==> config.mk <==
export PLATFORM = sky130hd
export DESIGN_NAME = dtiu_top
export DESIGN_NICKNAME = d
export VERILOG_FILES = /design/src/dtiu_pkg.sv /design/src/dtiu_top.sv
export SDC_FILE = /design/constraint.sdc
export NUM_CORES = 1
export LEC_CHECK = 0
export ABC_CLOCK_PERIOD_IN_PS = 3500
export BUFFER_PORTS_ARGS = -buffer_cell sky130_fd_sc_hd__buf_2
export CAP_MARGIN = 20
export CORE_MARGIN = 2
export CORE_UTILIZATION = 43
export DETAILED_ROUTE_END_ITERATION = 8
export HOLD_SLACK_MARGIN = 0.06
export PLACE_DENSITY_LB_ADDON = 0.12
export SYNTH_ARGS = -nofsm -noshare
export SYNTH_HDL_FRONTEND = slang
export SYNTH_SLANG_ARGS = --single-unit
==> constraint.sdc <==
create_clock -name pclk -period 3.5 [get_ports pclk]
set_input_delay 0.175 -clock pclk [delete_from_list [all_inputs] [get_ports pclk]]
set_output_delay 0.175 -clock pclk [all_outputs]
set_load 0.005 [all_outputs]
==> src/dtiu_pkg.sv <==
// package for the dead-time insertion unit: register map, fields, types
// assumes a 32-bit apb slave and one peripheral clock
package dtiu_pkg;
    // register byte offsets
    localparam logic [7:0] OFS_CTRL = 8'h70;
    localparam logic [7:0] OFS_TIME = 8'h74;
    localparam logic [7:0] OFS_FC = 8'h78;
    localparam logic [7:0] OFS_OGEN = 8'h7C;
    localparam logic [7:0] OFS_FSTAT = 8'h80;
    localparam logic [7:0] OFS_FCLR = 8'h84;
    localparam logic [7:0] OFS_LOCK = 8'h88;
    localparam logic [7:0] OFS_ROUTE = 8'h28;
    // control fields
    localparam int CTRL_EN = 0;
    localparam int CTRL_DAS = 1;
    localparam int CTRL_POL = 2;
    localparam int CTRL_CINV = 3;
    localparam int CTRL_ESEN = 24;
    localparam int CTRL_ESSEL = 4;
    // timing fields
    localparam int TIME_PRESC = 0;
    localparam int TIME_RISE = 8;
    localparam int TIME_FALL = 16;
    // fault configuration fields
    localparam int FC_EV0SEL = 0;
    localparam int FC_EV1SEL = 8;
    localparam int FC_ACT = 16;
    localparam int FC_SRCEN = 24;
    // fault source bits
    localparam int FS_EV0 = 0;
    localparam int FS_EV1 = 1;
    localparam int FS_DBG = 2;
    localparam int FS_LOCKUP = 3;
    // fault actions
    localparam logic [1:0] ACT_INACTIVE = 2'h0;
    localparam logic [1:0] ACT_LOW = 2'h1;
    localparam logic [1:0] ACT_TRISTATE = 2'h2;
    localparam logic [15:0] UNLOCK_KEY = 16'hCE80;
    localparam logic [31:0] RESET_WORD = 32'h0000_0000;
    typedef struct packed {
        logic [2:0] primary;
        logic [2:0] complement;
    } dtiu_pins_t;
endpackage

==> src/dtiu_top.sv <==
// dead-time insertion unit with apb register slave
// assumes compare inputs and event channels synchronous to pclk
`timescale 1ns/1ns
`default_nettype none
// Function
// - disabled unit passes compare outputs unchanged
// - three pairs, primaries replace compare outputs
// - rising edges of both outputs delayed
// - separate rise and fall delays, shared
// - shared prescaler divides 1 to 1024
// - dead-times accept 1 to 64 counts
// - pair never both active together, except low fault action with base polarity set and complement invert clear
// - base polarity inverts both outputs
// - complement invert flips complementaries only
// - per-output enable forces inactive level
// - event channel may drive pair zero
// - event source error within prescale step
// - four selectable fault sources, two selectors
// - fault sets status bit, forces safe
// - safe state inactive, low or tristate
// - inactive action follows output polarity
// - status bits match source enable layout
// - auto restart clears debug flag
// - fault exits only when all clear
// - lock write without the key blocks protected writes
// - lock reads one when locked
module dtiu_top #(
    parameter int N_EVENT = 16
) (
    input wire logic pclk,
    input wire logic presetn,
    input wire logic psel,
    input wire logic penable,
    input wire logic pwrite,
    input wire logic [7:0] paddr,
    input wire logic [31:0] pwdata,
    output logic [31:0] prdata,
    output logic pready,
    output logic pslverr,
    input wire logic [2:0] compare_in,
    input wire logic [N_EVENT-1:0] event_channels,
    input wire logic debug_halted,
    input wire logic core_lockup,
    output dtiu_pkg::dtiu_pins_t pins_out,
    output dtiu_pkg::dtiu_pins_t pins_oe,
    output logic [31:0] pin_routing_out
);
    initial begin
        if (N_EVENT < 1 || N_EVENT > 256) begin
            $error("N_EVENT out of range");
        end
    end

    logic [31:0] ctrl_r, time_r, fc_r, ogen_r, route_r;
    logic [3:0] fstat_r;
    logic lock_r;
    logic [9:0] pre_cnt_r;
    logic tick;
    logic wr, rd;
    logic [3:0] prescale;
    logic [5:0] rise_t, fall_t;
    logic [2:0] src;
    logic [2:0] src_d_r;
    logic [6:0] cnt_r [3];
    logic [2:0] pri_r, cmp_r;
    logic in_fault;
    logic [3:0] fault_hit;
    logic dbg_d_r;
    logic [3:0] clr_mask;

    assign wr = psel && penable && pwrite;
    assign rd = psel && !penable && !pwrite;
    assign prescale = time_r[dtiu_pkg::TIME_PRESC +: 4];
    assign rise_t = time_r[dtiu_pkg::TIME_RISE +: 6];
    assign fall_t = time_r[dtiu_pkg::TIME_FALL +: 6];
    assign in_fault = |fstat_r;

    // source select, event may drive pair zero
    always_comb begin
        src = compare_in;
        if (ctrl_r[dtiu_pkg::CTRL_ESEN]) begin
            src[0] = event_channels[ctrl_r[dtiu_pkg::CTRL_ESSEL +: 8]
                % N_EVENT];
        end
    end

    // register writes, lock gated except output enable
    always_ff @(posedge pclk or negedge presetn) begin
        if (!presetn) begin
            ctrl_r <= dtiu_pkg::RESET_WORD;
            time_r <= dtiu_pkg::RESET_WORD;
            fc_r <= dtiu_pkg::RESET_WORD;
            ogen_r <= dtiu_pkg::RESET_WORD;
            route_r <= dtiu_pkg::RESET_WORD;
        end else if (wr) begin
            if (!lock_r) begin
                unique case (paddr)
                    dtiu_pkg::OFS_CTRL: ctrl_r <= pwdata;
                    dtiu_pkg::OFS_TIME: time_r <= pwdata;
                    dtiu_pkg::OFS_FC: fc_r <= pwdata;
                    dtiu_pkg::OFS_ROUTE: route_r <= pwdata;
                    default: ;
                endcase
            end
            if (paddr == dtiu_pkg::OFS_OGEN) begin
                ogen_r <= {26'h0, pwdata[5:0]};
            end
        end
    end

    always_ff @(posedge pclk or negedge presetn) begin
        if (!presetn) begin
            lock_r <= 1'b0;
        end else if (wr && paddr == dtiu_pkg::OFS_LOCK) begin
            lock_r <= (pwdata[15:0] != dtiu_pkg::UNLOCK_KEY);
        end
    end

    // fault detection and status
    always_comb begin
        fault_hit = 4'h0;
        fault_hit[dtiu_pkg::FS_EV0] = event_channels[
            fc_r[dtiu_pkg::FC_EV0SEL +: 8] % N_EVENT];
        fault_hit[dtiu_pkg::FS_EV1] = event_channels[
            fc_r[dtiu_pkg::FC_EV1SEL +: 8] % N_EVENT];
        fault_hit[dtiu_pkg::FS_DBG] = debug_halted;
        fault_hit[dtiu_pkg::FS_LOCKUP] = core_lockup;
        fault_hit = fault_hit & fc_r[dtiu_pkg::FC_SRCEN +: 4];
        clr_mask = 4'h0;
        if (wr && paddr == dtiu_pkg::OFS_FCLR) begin
            clr_mask = pwdata[3:0];
        end
        if (ctrl_r[dtiu_pkg::CTRL_DAS] && dbg_d_r && !debug_halted) begin
            clr_mask[dtiu_pkg::FS_DBG] = 1'b1;
        end
    end

    // set wins over clear
    always_ff @(posedge pclk or negedge presetn) begin
        if (!presetn) begin
            fstat_r <= 4'h0;
            dbg_d_r <= 1'b0;
        end else begin
            dbg_d_r <= debug_halted;
            fstat_r <= (fstat_r & ~clr_mask) | fault_hit;
        end
    end

    // shared prescaler, tick every 2^prescale cycles
    always_ff @(posedge pclk or negedge presetn) begin
        if (!presetn) begin
            pre_cnt_r <= 10'h0;
        end else if (tick) begin
            pre_cnt_r <= 10'h0;
        end else begin
            pre_cnt_r <= pre_cnt_r + 10'h1;
        end
    end
    // prescale codes above ten clamp to 1024
    assign tick = (prescale >= 4'hA) ? (pre_cnt_r == 10'h3FF) :
        (pre_cnt_r == 10'((11'h1 << prescale) - 11'h1));

    // per-channel dead-time generation
    for (genvar i = 0; i < 3; i++) begin : g_ch
        always_ff @(posedge pclk or negedge presetn) begin
            if (!presetn) begin
                cnt_r[i] <= 7'h0;
                pri_r[i] <= 1'b0;
                cmp_r[i] <= 1'b0;
                src_d_r[i] <= 1'b0;
            end else begin
                src_d_r[i] <= src[i];
                if (src[i] != src_d_r[i]) begin
                    // edge: both inactive, reload delay
                    pri_r[i] <= 1'b0;
                    cmp_r[i] <= 1'b0;
                    cnt_r[i] <= src[i] ? {1'b0, rise_t} + 7'h1 :
                        {1'b0, fall_t} + 7'h1;
                end else if (cnt_r[i] != 7'h0) begin
                    // count in prescaled ticks, error within one step
                    if (tick) begin
                        cnt_r[i] <= cnt_r[i] - 7'h1;
                    end
                end else begin
                    pri_r[i] <= src[i];
                    cmp_r[i] <= !src[i];
                end
            end
        end
    end

    // output stage: polarity, enables, fault action
    always_ff @(posedge pclk or negedge presetn) begin
        if (!presetn) begin
            pins_out <= '0;
            pins_oe <= '0;
        end else begin
            logic pol;
            logic cpol;
            logic [2:0] po, co;
            pol = ctrl_r[dtiu_pkg::CTRL_POL];
            cpol = pol ^ ctrl_r[dtiu_pkg::CTRL_CINV];
            if (!ctrl_r[dtiu_pkg::CTRL_EN]) begin
                pins_out.primary <= compare_in;
                pins_out.complement <= 3'h0;
                pins_oe.primary <= 3'h7;
                pins_oe.complement <= 3'h0;
            end else begin
                // active level xor polarity
                po = (pri_r & ogen_r[2:0]) ^ {3{pol}};
                co = (cmp_r & ogen_r[5:3]) ^ {3{cpol}};
                pins_oe.primary <= 3'h7;
                pins_oe.complement <= 3'h7;
                if (in_fault) begin
                    unique case (fc_r[dtiu_pkg::FC_ACT +: 2])
                        dtiu_pkg::ACT_LOW: begin
                            po = 3'h0;
                            co = 3'h0;
                        end
                        dtiu_pkg::ACT_TRISTATE: begin
                            pins_oe.primary <= 3'h0;
                            pins_oe.complement <= 3'h0;
                        end
                        default: begin
                            po = {3{pol}};
                            co = {3{cpol}};
                        end
                    endcase
                end
                pins_out.primary <= po;
                pins_out.complement <= co;
            end
        end
    end

    always_ff @(posedge pclk or negedge presetn) begin
        if (!presetn) begin
            pin_routing_out <= dtiu_pkg::RESET_WORD;
        end else begin
            pin_routing_out <= route_r;
        end
    end

    // apb read path and ready
    always_ff @(posedge pclk or negedge presetn) begin
        if (!presetn) begin
            prdata <= dtiu_pkg::RESET_WORD;
            pready <= 1'b0;
            pslverr <= 1'b0;
        end else begin
            pready <= psel && !penable;
            pslverr <= 1'b0;
            if (rd) begin
                unique case (paddr)
                    dtiu_pkg::OFS_CTRL: prdata <= ctrl_r;
                    dtiu_pkg::OFS_TIME: prdata <= time_r;
                    dtiu_pkg::OFS_FC: prdata <= fc_r;
                    dtiu_pkg::OFS_OGEN: prdata <= ogen_r;
                    dtiu_pkg::OFS_FSTAT: prdata <= {28'h0, fstat_r};
                    dtiu_pkg::OFS_LOCK: prdata <= {31'h0, lock_r};
                    dtiu_pkg::OFS_ROUTE: prdata <= route_r;
                    dtiu_pkg::OFS_FCLR: prdata <= dtiu_pkg::RESET_WORD;
                    default: prdata <= dtiu_pkg::RESET_WORD;
                endcase
                if (!(paddr inside {dtiu_pkg::OFS_CTRL, dtiu_pkg::OFS_TIME,
                    dtiu_pkg::OFS_FC, dtiu_pkg::OFS_OGEN,
                    dtiu_pkg::OFS_FSTAT, dtiu_pkg::OFS_FCLR,
                    dtiu_pkg::OFS_LOCK, dtiu_pkg::OFS_ROUTE})) begin
                    pslverr <= 1'b1;
                end
            end else if (psel && !penable && !(paddr inside {
                dtiu_pkg::OFS_CTRL, dtiu_pkg::OFS_TIME, dtiu_pkg::OFS_FC,
                dtiu_pkg::OFS_OGEN, dtiu_pkg::OFS_FSTAT, dtiu_pkg::OFS_FCLR,
                dtiu_pkg::OFS_LOCK, dtiu_pkg::OFS_ROUTE})) begin
                pslverr <= 1'b1;
            end
        end
    end
endmodule
`default_nettype wire

# After elaboration in Yosys (flattened, before gate mapping)

Cells that the tools add are included.

Flip-flop bits (word level): 258
Bits in latches: 0
RAM bits: 0
Memory bits (read-only): 0
Input bits: 66
Output and inout bits: 78
Logic and storage cells: 152
Memories: 0

Add/subtract/negate cells: 7
$mul: 0
Divide/modulo/power cells: 0
$lt $le $gt $ge: 4
Equal/unequal tests: 19
Shift-type cells: 1
Mux-type cells: 47
Bitwise gates (word level): 10
Reductions and logical operators: 35

Operators by type and width:

| kind                                                | count |
|---|---|
| one-hot mux 32 bit (7 select lines)                 | 1 |
| two-way mux 7 bit                                   | 12 |
| == test 8 x 7 -> 1 bit (second input constant)      | 4 |
| == test 8 bit (second input constant)               | 3 |
| two-way mux 6 bit                                   | 4 |
| two-way mux 1 bit                                   | 21 |
| nonzero test 7 bit                                  | 3 |
| subtractor 7 x 1 -> 7 bit (second input constant)   | 3 |
| != test 16 bit (second input constant)              | 1 |
| < comparator 4 x 5 -> 1 bit (second input constant) | 3 |
| adder 6 x 1 -> 7 bit (second input constant)        | 2 |
| binary-select mux 1 bit (select 4 bit)              | 3 |
| one-hot mux 3 bit (2 select lines)                  | 2 |
| AND reduction 3 bit                                 | 4 |
| nonzero test 2 bit                                  | 6 |
| adder 10 x 1 -> 10 bit (second input constant)      | 1 |
| == test 10 bit                                      | 1 |
| == test 10 bit (second input constant)              | 1 |
| two-way mux 10 bit                                  | 1 |
| << shifter 1 x 4 -> 10 bit (first input constant)   | 1 |
| subtractor 10 x 1 -> 10 bit (second input constant) | 1 |
| logical AND 1 bit                                   | 9 |
| bitwise AND 4 bit                                   | 2 |
| == test 8 x 6 -> 1 bit (second input constant)      | 1 |
| 17 further kinds                                    | 33 |

# Depth between registers and ports, before layout

Gate-level depths: netlist of run 1.

Depth in word-level cells: 8
Depth in mapped cells: 14
Gate-level depth less buffers: 10

# Worst setup path before layout of run 1

OpenSTA, ideal clock, no wires.

Path type: register to register
Start point: register time_r[0]
End point: register cnt_r[15] in the netlist's numbering
Library setup time: 0.079 ns
Data arrival time: 3.064 ns
Data required time: 3.421 ns
Setup slack: 0.357 ns
Stages on the path, launching flop included: 12
Buffers on the path: 2
Clock period less this slack: 3.143 ns
Cell sequence: dfrtp_1 buf_6 or4_4 ha_1 clkbuf_1 nor4b_1 nor4_4 xor2_2 o211ai_1 nor4_1 mux2_2 mux2i_1

Longest elaborated chain between the ends: 6

Ends and longest elaborated chain:

| what                                   | RTL line        | text |
|---|---|---|
| start: declaration                     | dtiu_top.sv:54  | `logic [31:0] ctrl_r, time_r, fc_r, ogen_r, route_r;` |
| start signal: assignment               | dtiu_top.sv:91  | `time_r <= dtiu_pkg::RESET_WORD;` |
| start signal: assignment               | dtiu_top.sv:99  | `dtiu_pkg::OFS_TIME: time_r <= pwdata;` |
| << shifter 1 x 4 -> 10 bit             | dtiu_top.sv:161 | `(pre_cnt_r == 10'((11'h1 << prescale) - 11'h1));` |
| subtractor 10 x 1 -> 10 bit            | dtiu_top.sv:161 |  |
| == test 10 bit                         | dtiu_top.sv:161 |  |
| two-way mux 1 bit *                    | dtiu_top.sv:160 | `assign tick = (prescale >= 4'hA) ? (pre_cnt_r == 10'h3FF) :` |
| nonzero test 2 bit (no source line) *  | --              |  |
| AND reduction 2 bit (no source line) * | --              |  |
| end signal: indexed assignment         | dtiu_top.sv:177 | `cnt_r[i] <= src[i] ? {1'b0, rise_t} + 7'h1 :` |
| end signal: indexed assignment         | dtiu_top.sv:182 | `cnt_r[i] <= cnt_r[i] - 7'h1;` |
| end: declaration                       | dtiu_top.sv:64  | `logic [6:0] cnt_r [3];` |

Mark *: on every way between the ends. The rest lies on a longest branch, timed or not.
A chain may end at the register's enable or synchronous reset.

# Worst setup path after layout of run 1

Start point: register time_r[3]
End point: register cnt_r[15] in the netlist's numbering

The elaborated chain is that of the path after synthesis.

==> impl_metrics.toml, run 1 <==
[clock_network]
cts_setup_buffers = 0
cts.reportedPaths.clkPinSlew_ns = 0.06
cts.root.buffer_cell = "clkbuf_16"
cts_hold_buf = 41
cts_tree = "built"
clkLatencyLatePin_ns = 0.56
cts_repair_resize_count = 0
clock_tree.htree_level_count = 1
total_clock_buffers_created_by_cts = 29
clock_tree.buffer_depth = 3
cts.sink_count = 254

[sta]
finClkSkew_ns = 0.01643
timing.slew.headroom_pct = 43.31
setup_violations = 0
finalWorstPathRequiredPeriod_ns = 3.200
rsz0062_at_grt = "false"
setup_tns_ns = 0
final_hold_viol_count = 0
tightestPinTransition_ns = 0.8504
fin_crit_sh_pct = 91.44
achievable_frequency_mhz = 312.5
finalMaxSlewViolations = 0

[worst_setup_path]
timing.critical_path.from_type = "flip-flop"
timing.reg2reg.worst_path_depth = 9
regToRegEndpoint = "cnt_r[15]"
crit_buf_inv = 0
critical_path.top_delay_family = "simple AND/OR/NAND/NOR gates"
worstSetupEndpointType = "flip-flop"
worst_ep_required_time_ns = 3.98
r2r-start = "time_r[3]"
timing.critical_path.arrival_ns = 3.68
worstPathMaxFanout = 10
crit_path_max_incr_delay_ns = 0.55
criticalPathCategory = "reg -> reg"
path_cells = "or4_4 > ha_1 > nor4b_1 > nor4_4 > xor2_2 > o211ai_1 > nor4_1 > mux2_2 > mux2i_1"
crit_path_end = "cnt_r[15]"
rrSetupSlack_ns = 0.30
worstSetupStartpoint = "time_r[3]"
cpMaxStageDelayCell = "or4_4"
critical_path_cell_count = 9

[yosys]
synth-seq-area-share_pct = 53.99
syn-cell-area_sq_mm = 0.01177
yosysWarnings = 0
synth_edf_count = 0
synth_area_per_cell_sq_um = 12.24
synth_cell_type_count = 66
async_flop_share_pct = 100.0
synthesis.nets = 1045
synth_flop_cell = "dfrtp_1"
yosys_register_bits = 254
netlist_top_cells_area = "dfrtp_1 (54%), mux2_2 (14%), mux4_2 (2.5%), o21ai_0 (2.2%), a22o_1 (2.2%)"
post_synth_inst_count = 962
synth_top_cell_by_area = "dfrtp_1"
synth.top_cell.area_share_pct = 53.99

[routing]
remaining_drc_errors = 0
finalWirelength_um = 31260
detail_route.iter0.violations = 518
ant_nets_after_route = 0
avgRoutedWirePerCell_um = 20.75
total_iterations_of_the_first_detailed_routing_run = 5
drt-vias-per-instance = 5.669
vias = 8538

[finish]
postLayoutCoreUtil_pct = 53.20
final_layout_size_suffix_gt1_share_pct = 34.05
final_net_count = 1223
layout-area-overhead-vs-synth_pct = 21.79

[global_route]
grt_start_max_net_pins = 108
gr-usage-all-layers_pct = 22.20
global_route_wire_length_before_repair_um = 49660
vias_in_the_first_global_route = 8678
congestion_overflow_gr = 0
antenna_found_initial = 3

[floorplan]
placementRows = 60
ioPinCount = 144
die_area_sq_mm = 0.02872
chipWidth_um = 169.5
design.core.area_sq_mm = 0.02695
die_height_um = 169.5
floorplan.initialDensity_pct = 43.69

[place]
io_buffers = 143
dpl.hpwl_um = 21160
gp_congestion = 0.8184

[power]
ir_drop_uv = 392.3
static_leakage_uw = 0.006936
cellPowerDensity_mw_per_mm2 = 518.6

[outcome]
outcome = "finished, final reports clean"

[hold_path]
timing.hold.worst.class = "in -> reg"
worst_hold_path.num_cells = 4

[job]
max-cap-violations = 0
[flip-flops by register name, summed over array words and instances, names as in the netlist, 10 cells and up]
register,count
cnt_r,21
ctrl_r,32
fc_r,32
pin_routing_out,32
prdata,32
pre_cnt_r,10
route_r,32
time_r,32
[per-stage QoR]
step	cell area (sq um)	hold WS, ns	instances	worst slack [ns]	total power, uW
after floorplan	11770	-0.1206	962	0.3567	3876
after global placement	12900	0.1406	1409	0.3766	4229
after detailed placement	12900	0.1405	1409	0.3115	4236
after CTS	14330	0.09146	1504	0.3000	7508
after global routing	14340	0.1463	1506	0.1722	7766
final	14340	0.1261	1506	0.2995	7436
[how the worst min path moves through the flow]
| stage | start | end | slack [ns] |
|---|---|---|---|
| finish | paddr[5] | lock_r | 0.13 |
| global placement | presetn | cmp_r[2] | 0.14 |
| detailed placement | presetn | cmp_r[2] | 0.14 |
| floorplan | presetn | cmp_r[0] | -0.12 |
| CTS | paddr[5] | lock_r | 0.09 |
| global route | paddr[5] | lock_r | 0.15 |
[cells in the mapped netlist, types with 10 or more instances]
cell and number:
dfrtp_1 254, mux2_2 145, nand2_1 64, o21ai_0 51, nor2_1 39, clkbuf_1 37, a22o_1 29, a221oi_1 28
nand3_1 28, inv_1 23, a21oi_1 18, ha_1 17, mux2i_1 16, nor3_1 14, xnor2_1 14, mux4_2 13
xor2_1 13, a22oi_1 12, buf_1 10
[final cells by class]
type	count	area, sq um
Antenna cell	2	5.005
Clock buffer	37	815.8
Clock inverter	17	209.0
Fill cell	2337	12610
Inverter	23	86.33
Multi-Input combinational cell	624	5099
Sequential cell	254	6356
Tap cell	341	426.7
Timing Repair Buffer	208	1341
[per-layer routing]
metal  global-route usage, %  part of all wire (%)  up-vias  wire (um)
li1                        -                     -     3913          -
met1                   31.62                    46     4371      14450
met2                   35.81                    47      207      14590
met3                   3.498                   4.9       47       1533
met4                   5.463                   2.2        0        681
met5                       0                     0        -          0
[report_power, final]
group / total, uW / switching (uW) / internal (uW)
sequential: 3230 / 148 / 3080
combinational: 991 / 557 / 434
clock: 3210 / 1270 / 1950
[cells in the final DEF, fill, tap and decap left out, drive strengths merged, types with 29 or more instances in the layout]
cell type,count
o21ai,51
mux2,145
nor2,39
dfrtp,254
nand3,29
a22o,29
nand2,64
clkbuf,37
dlygate4sd3,41
buf,167
[tightest hold or removal path: cells and delay by family]
| family | cells | cell delay (ns) |
|---|---|---|
| AO/OA/AOI/OAI | 1 | 0.12 |
| buffers and inverters | 1 | 0.09 |
| AND/OR/NAND/NOR | 2 | 0.25 |
[kinds of logic after synthesis]
logic type / Yosys count / synth area share, %
fa+ha+maj: 17 / 1.807
flops: 254 / 53.99
simple gates: 217 / 10.01
buf+inv: 84 / 2.986
xor+xnor: 28 / 2.147
compound gates: 188 / 11.35
mux: 174 / 17.72
Power figures use the tool's default switching activity.
==> inputs of run 2 (changes only) <==
--- a/config.mk
+++ b/config.mk
@@ -8,7 +8,7 @@
 export ABC_CLOCK_PERIOD_IN_PS = 3500
 export BUFFER_PORTS_ARGS = -buffer_cell sky130_fd_sc_hd__buf_2
 export CAP_MARGIN = 20
-export CORE_MARGIN = 2
+export CORE_MARGIN = 3
 export CORE_UTILIZATION = 43
 export DETAILED_ROUTE_END_ITERATION = 8
 export HOLD_SLACK_MARGIN = 0.06
==> run 2 against run 1 <==
Compared with the run above:
- hold slack lost 0.029 ns
- combinational power about the same
- sequential share of layout area is 0.29 points higher
- clock-buffer cell count up 6
- cell area shrank 0.65%
- final cell count down 0.60%
==> impl_metrics.toml, run 2 (synthesized netlist as in run 1, its figures left out) <==
[sta]
setup_violations = 0
timing.slew.headroom_pct = 43.08
setup_tns_ns = 0
finalWorstPathRequiredPeriod_ns = 3.240
fin_worst_hold_slack_ns = 0.09706
final_hold_viol_count = 0
finalMaxSlewViolations = 0
achievable_frequency_mhz = 308.7
fin_crit_sh_pct = 92.57
post-route-worst-setup-slack_ns = 0.2601
tightestPinTransition_ns = 0.8537
rsz0062_at_grt = "false"
finClkSkew_ns = 0.01977

[routing]
ant_nets_after_route = 0
finalWirelength_um = 31980
drt-vias-per-instance = 5.719
remaining_drc_errors = 0
vias = 8561
total_iterations_of_the_first_detailed_routing_run = 5
detail_route.iter0.violations = 546
avgRoutedWirePerCell_um = 21.36

[floorplan]
floorplan.initialDensity_pct = 44.43
die_area_sq_mm = 0.02940
die_height_um = 171.5
ioPinCount = 144
chipWidth_um = 171.5
design.core.area_sq_mm = 0.02650
placementRows = 59

[power]
power_switching_uw = 1895
p_int_uw = 5378
relative_contribution_of_the_clock_network_to_total_power_pct = 41.9
p_seq_share_pct = 44.4
static_leakage_uw = 0.006884
cellPowerDensity_mw_per_mm2 = 510.6
switching_share_pct = 26.06
share_comb_of_total_power_pct = 13.6
ir_drop_uv = 337.9

[worst_setup_path]
timing.critical_path.arrival_ns = 3.71
worst_ep_required_time_ns = 3.97
worstPathMaxFanout = 10
worstSetupEndpointType = "flip-flop"
regToRegEndpoint = "cnt_r[15]"
cpMaxStageDelayCell = "or4_4"
worstSetupStartpoint = "time_r[3]"
crit_buf_inv = 0
critical_path.top_delay_family = "simple AND/OR/NAND/NOR gates"
rrSetupSlack_ns = 0.26
crit_path_end = "cnt_r[15]"
criticalPathCategory = "reg -> reg"
r2r-start = "time_r[3]"
timing.critical_path.from_type = "flip-flop"
path_cells = "or4_4 > ha_1 > nor4b_1 > nor4_4 > xor2_2 > o211ai_1 > nor4_1 > mux2_2 > mux2i_1"
timing.reg2reg.worst_path_depth = 9
critical_path_cell_count = 9
crit_path_max_incr_delay_ns = 0.56

[finish]
final_net_count = 1220
multi_input_comb_area_sq_mm = 0.005096
regArea_sq_mm = 0.006356
final_area_sq_mm = 0.01424
layout.cells.most_common_list = "dfrtp_1 (254), mux2_2 (145), buf_2 (142)"
layout.filler_cells = 2283
layout-area-overhead-vs-synth_pct = 20.99
final_layout_size_suffix_gt1_share_pct = 33.33
layout_commonest_cell = "dfrtp_1"

[place]
placement.cell_area_sq_mm = 0.01287
dpl.hpwl_um = 21510
io_buffers = 143
place_ws_ns = 0.2664
gp_congestion = 0.8262

[clock_network]
clock_tree.htree_level_count = 1
clkLatencyLatePin_ns = 0.55
cts.sink_count = 254
clock_tree.buffer_depth = 3
cts.reportedPaths.clkPinSlew_ns = 0.06
cts_tree = "built"
total_clock_buffers_created_by_cts = 28
cts.root.buffer_cell = "clkbuf_16"

[global_route]
global_route_wire_length_before_repair_um = 50960
grtUsageMet3_pct = 3.677
antenna_found_initial = 6
grt_util_met1_pct = 31.54
congestion_overflow_gr = 0
grt_start_max_net_pins = 92
gr-usage-all-layers_pct = 22.17
vias_in_the_first_global_route = 8858
use_met2_pct = 35.53
busiest_layer = "met2"

[outcome]
outcome = "finished, final reports clean"

[job]
max-cap-violations = 0

[hold_path]
worst_hold_path.num_cells = 3
timing.hold.worst.class = "in -> reg"
==> run 2: per-layer routing <==
layer / share of wire, % / vias up / routed length [um]
met1: 45 / 4355 / 14500
met3: 5.0 / 53 / 1601
met5: 0.10 / - / 33
met2: 47 / 219 / 15050
met4: 2.5 / 4 / 797
li1: - / 3930 / -
==> run 2: how the worst min path moves through the flow <==
stage / startpoint / to / slack [ns]
after detailed placement: presetn / pins_out[0] / 0.25
after floorplan: presetn / cmp_r[0] / -0.12
after CTS: compare_in[0] / pins_out[3] / 0.06
after global placement: presetn / pins_out[1] / 0.25
after global routing: compare_in[0] / pins_out[3] / 0.11
final: compare_in[0] / pins_out[3] / 0.1
==> run 2: per-stage QoR <==
step	utilization, %	cells	power, uW
floorplan	-	962	3876
global placement	48.56	1402	4231
detailed placement	48.56	1402	4240
CTS	53.71	1493	7343
global route	53.74	1496	7619
finish	53.75	1497	7274
==> run 2: worst reg2reg max path, cell delays in order, from the launching register on <==
cell,delay [ns]
dfrtp_1,0.39
or4_4,0.56
ha_1,0.33
nor4b_1,0.21
nor4_4,0.26
xor2_2,0.25
o211ai_1,0.22
nor4_1,0.45
mux2_2,0.39
mux2i_1,0.11
==> run 2: what timing repair did <==
action	4_1_cts	5_1_grt
setup buffers	0	0
hold buffers	40	0
endpoints found under the hold margin	229	0
resized for setup	0	0
==> run 2: final cells by class <==
| class | count | share of cell area [%] |
|---|---|---|
| antenna | 4 | 0.07027 |
| clock buffer | 43 | 5.876 |
| clock inverter | 8 | 0.9047 |
| inverter | 23 | 0.6061 |
| multi-input combinational | 624 | 35.78 |
| sequential | 254 | 44.62 |
| tap | 335 | 2.942 |
| timing repair buffer | 206 | 9.205 |
==> run 2: power by group through the flow <==
stage	Combinational, uW	Sequential, uW	Clock [uW]
finish	993	3230	3050
global route	1110	3260	3250
CTS	999	3230	3110
detailed placement	959	3280	0
global placement	946	3280	0
floorplan	643	3230	0
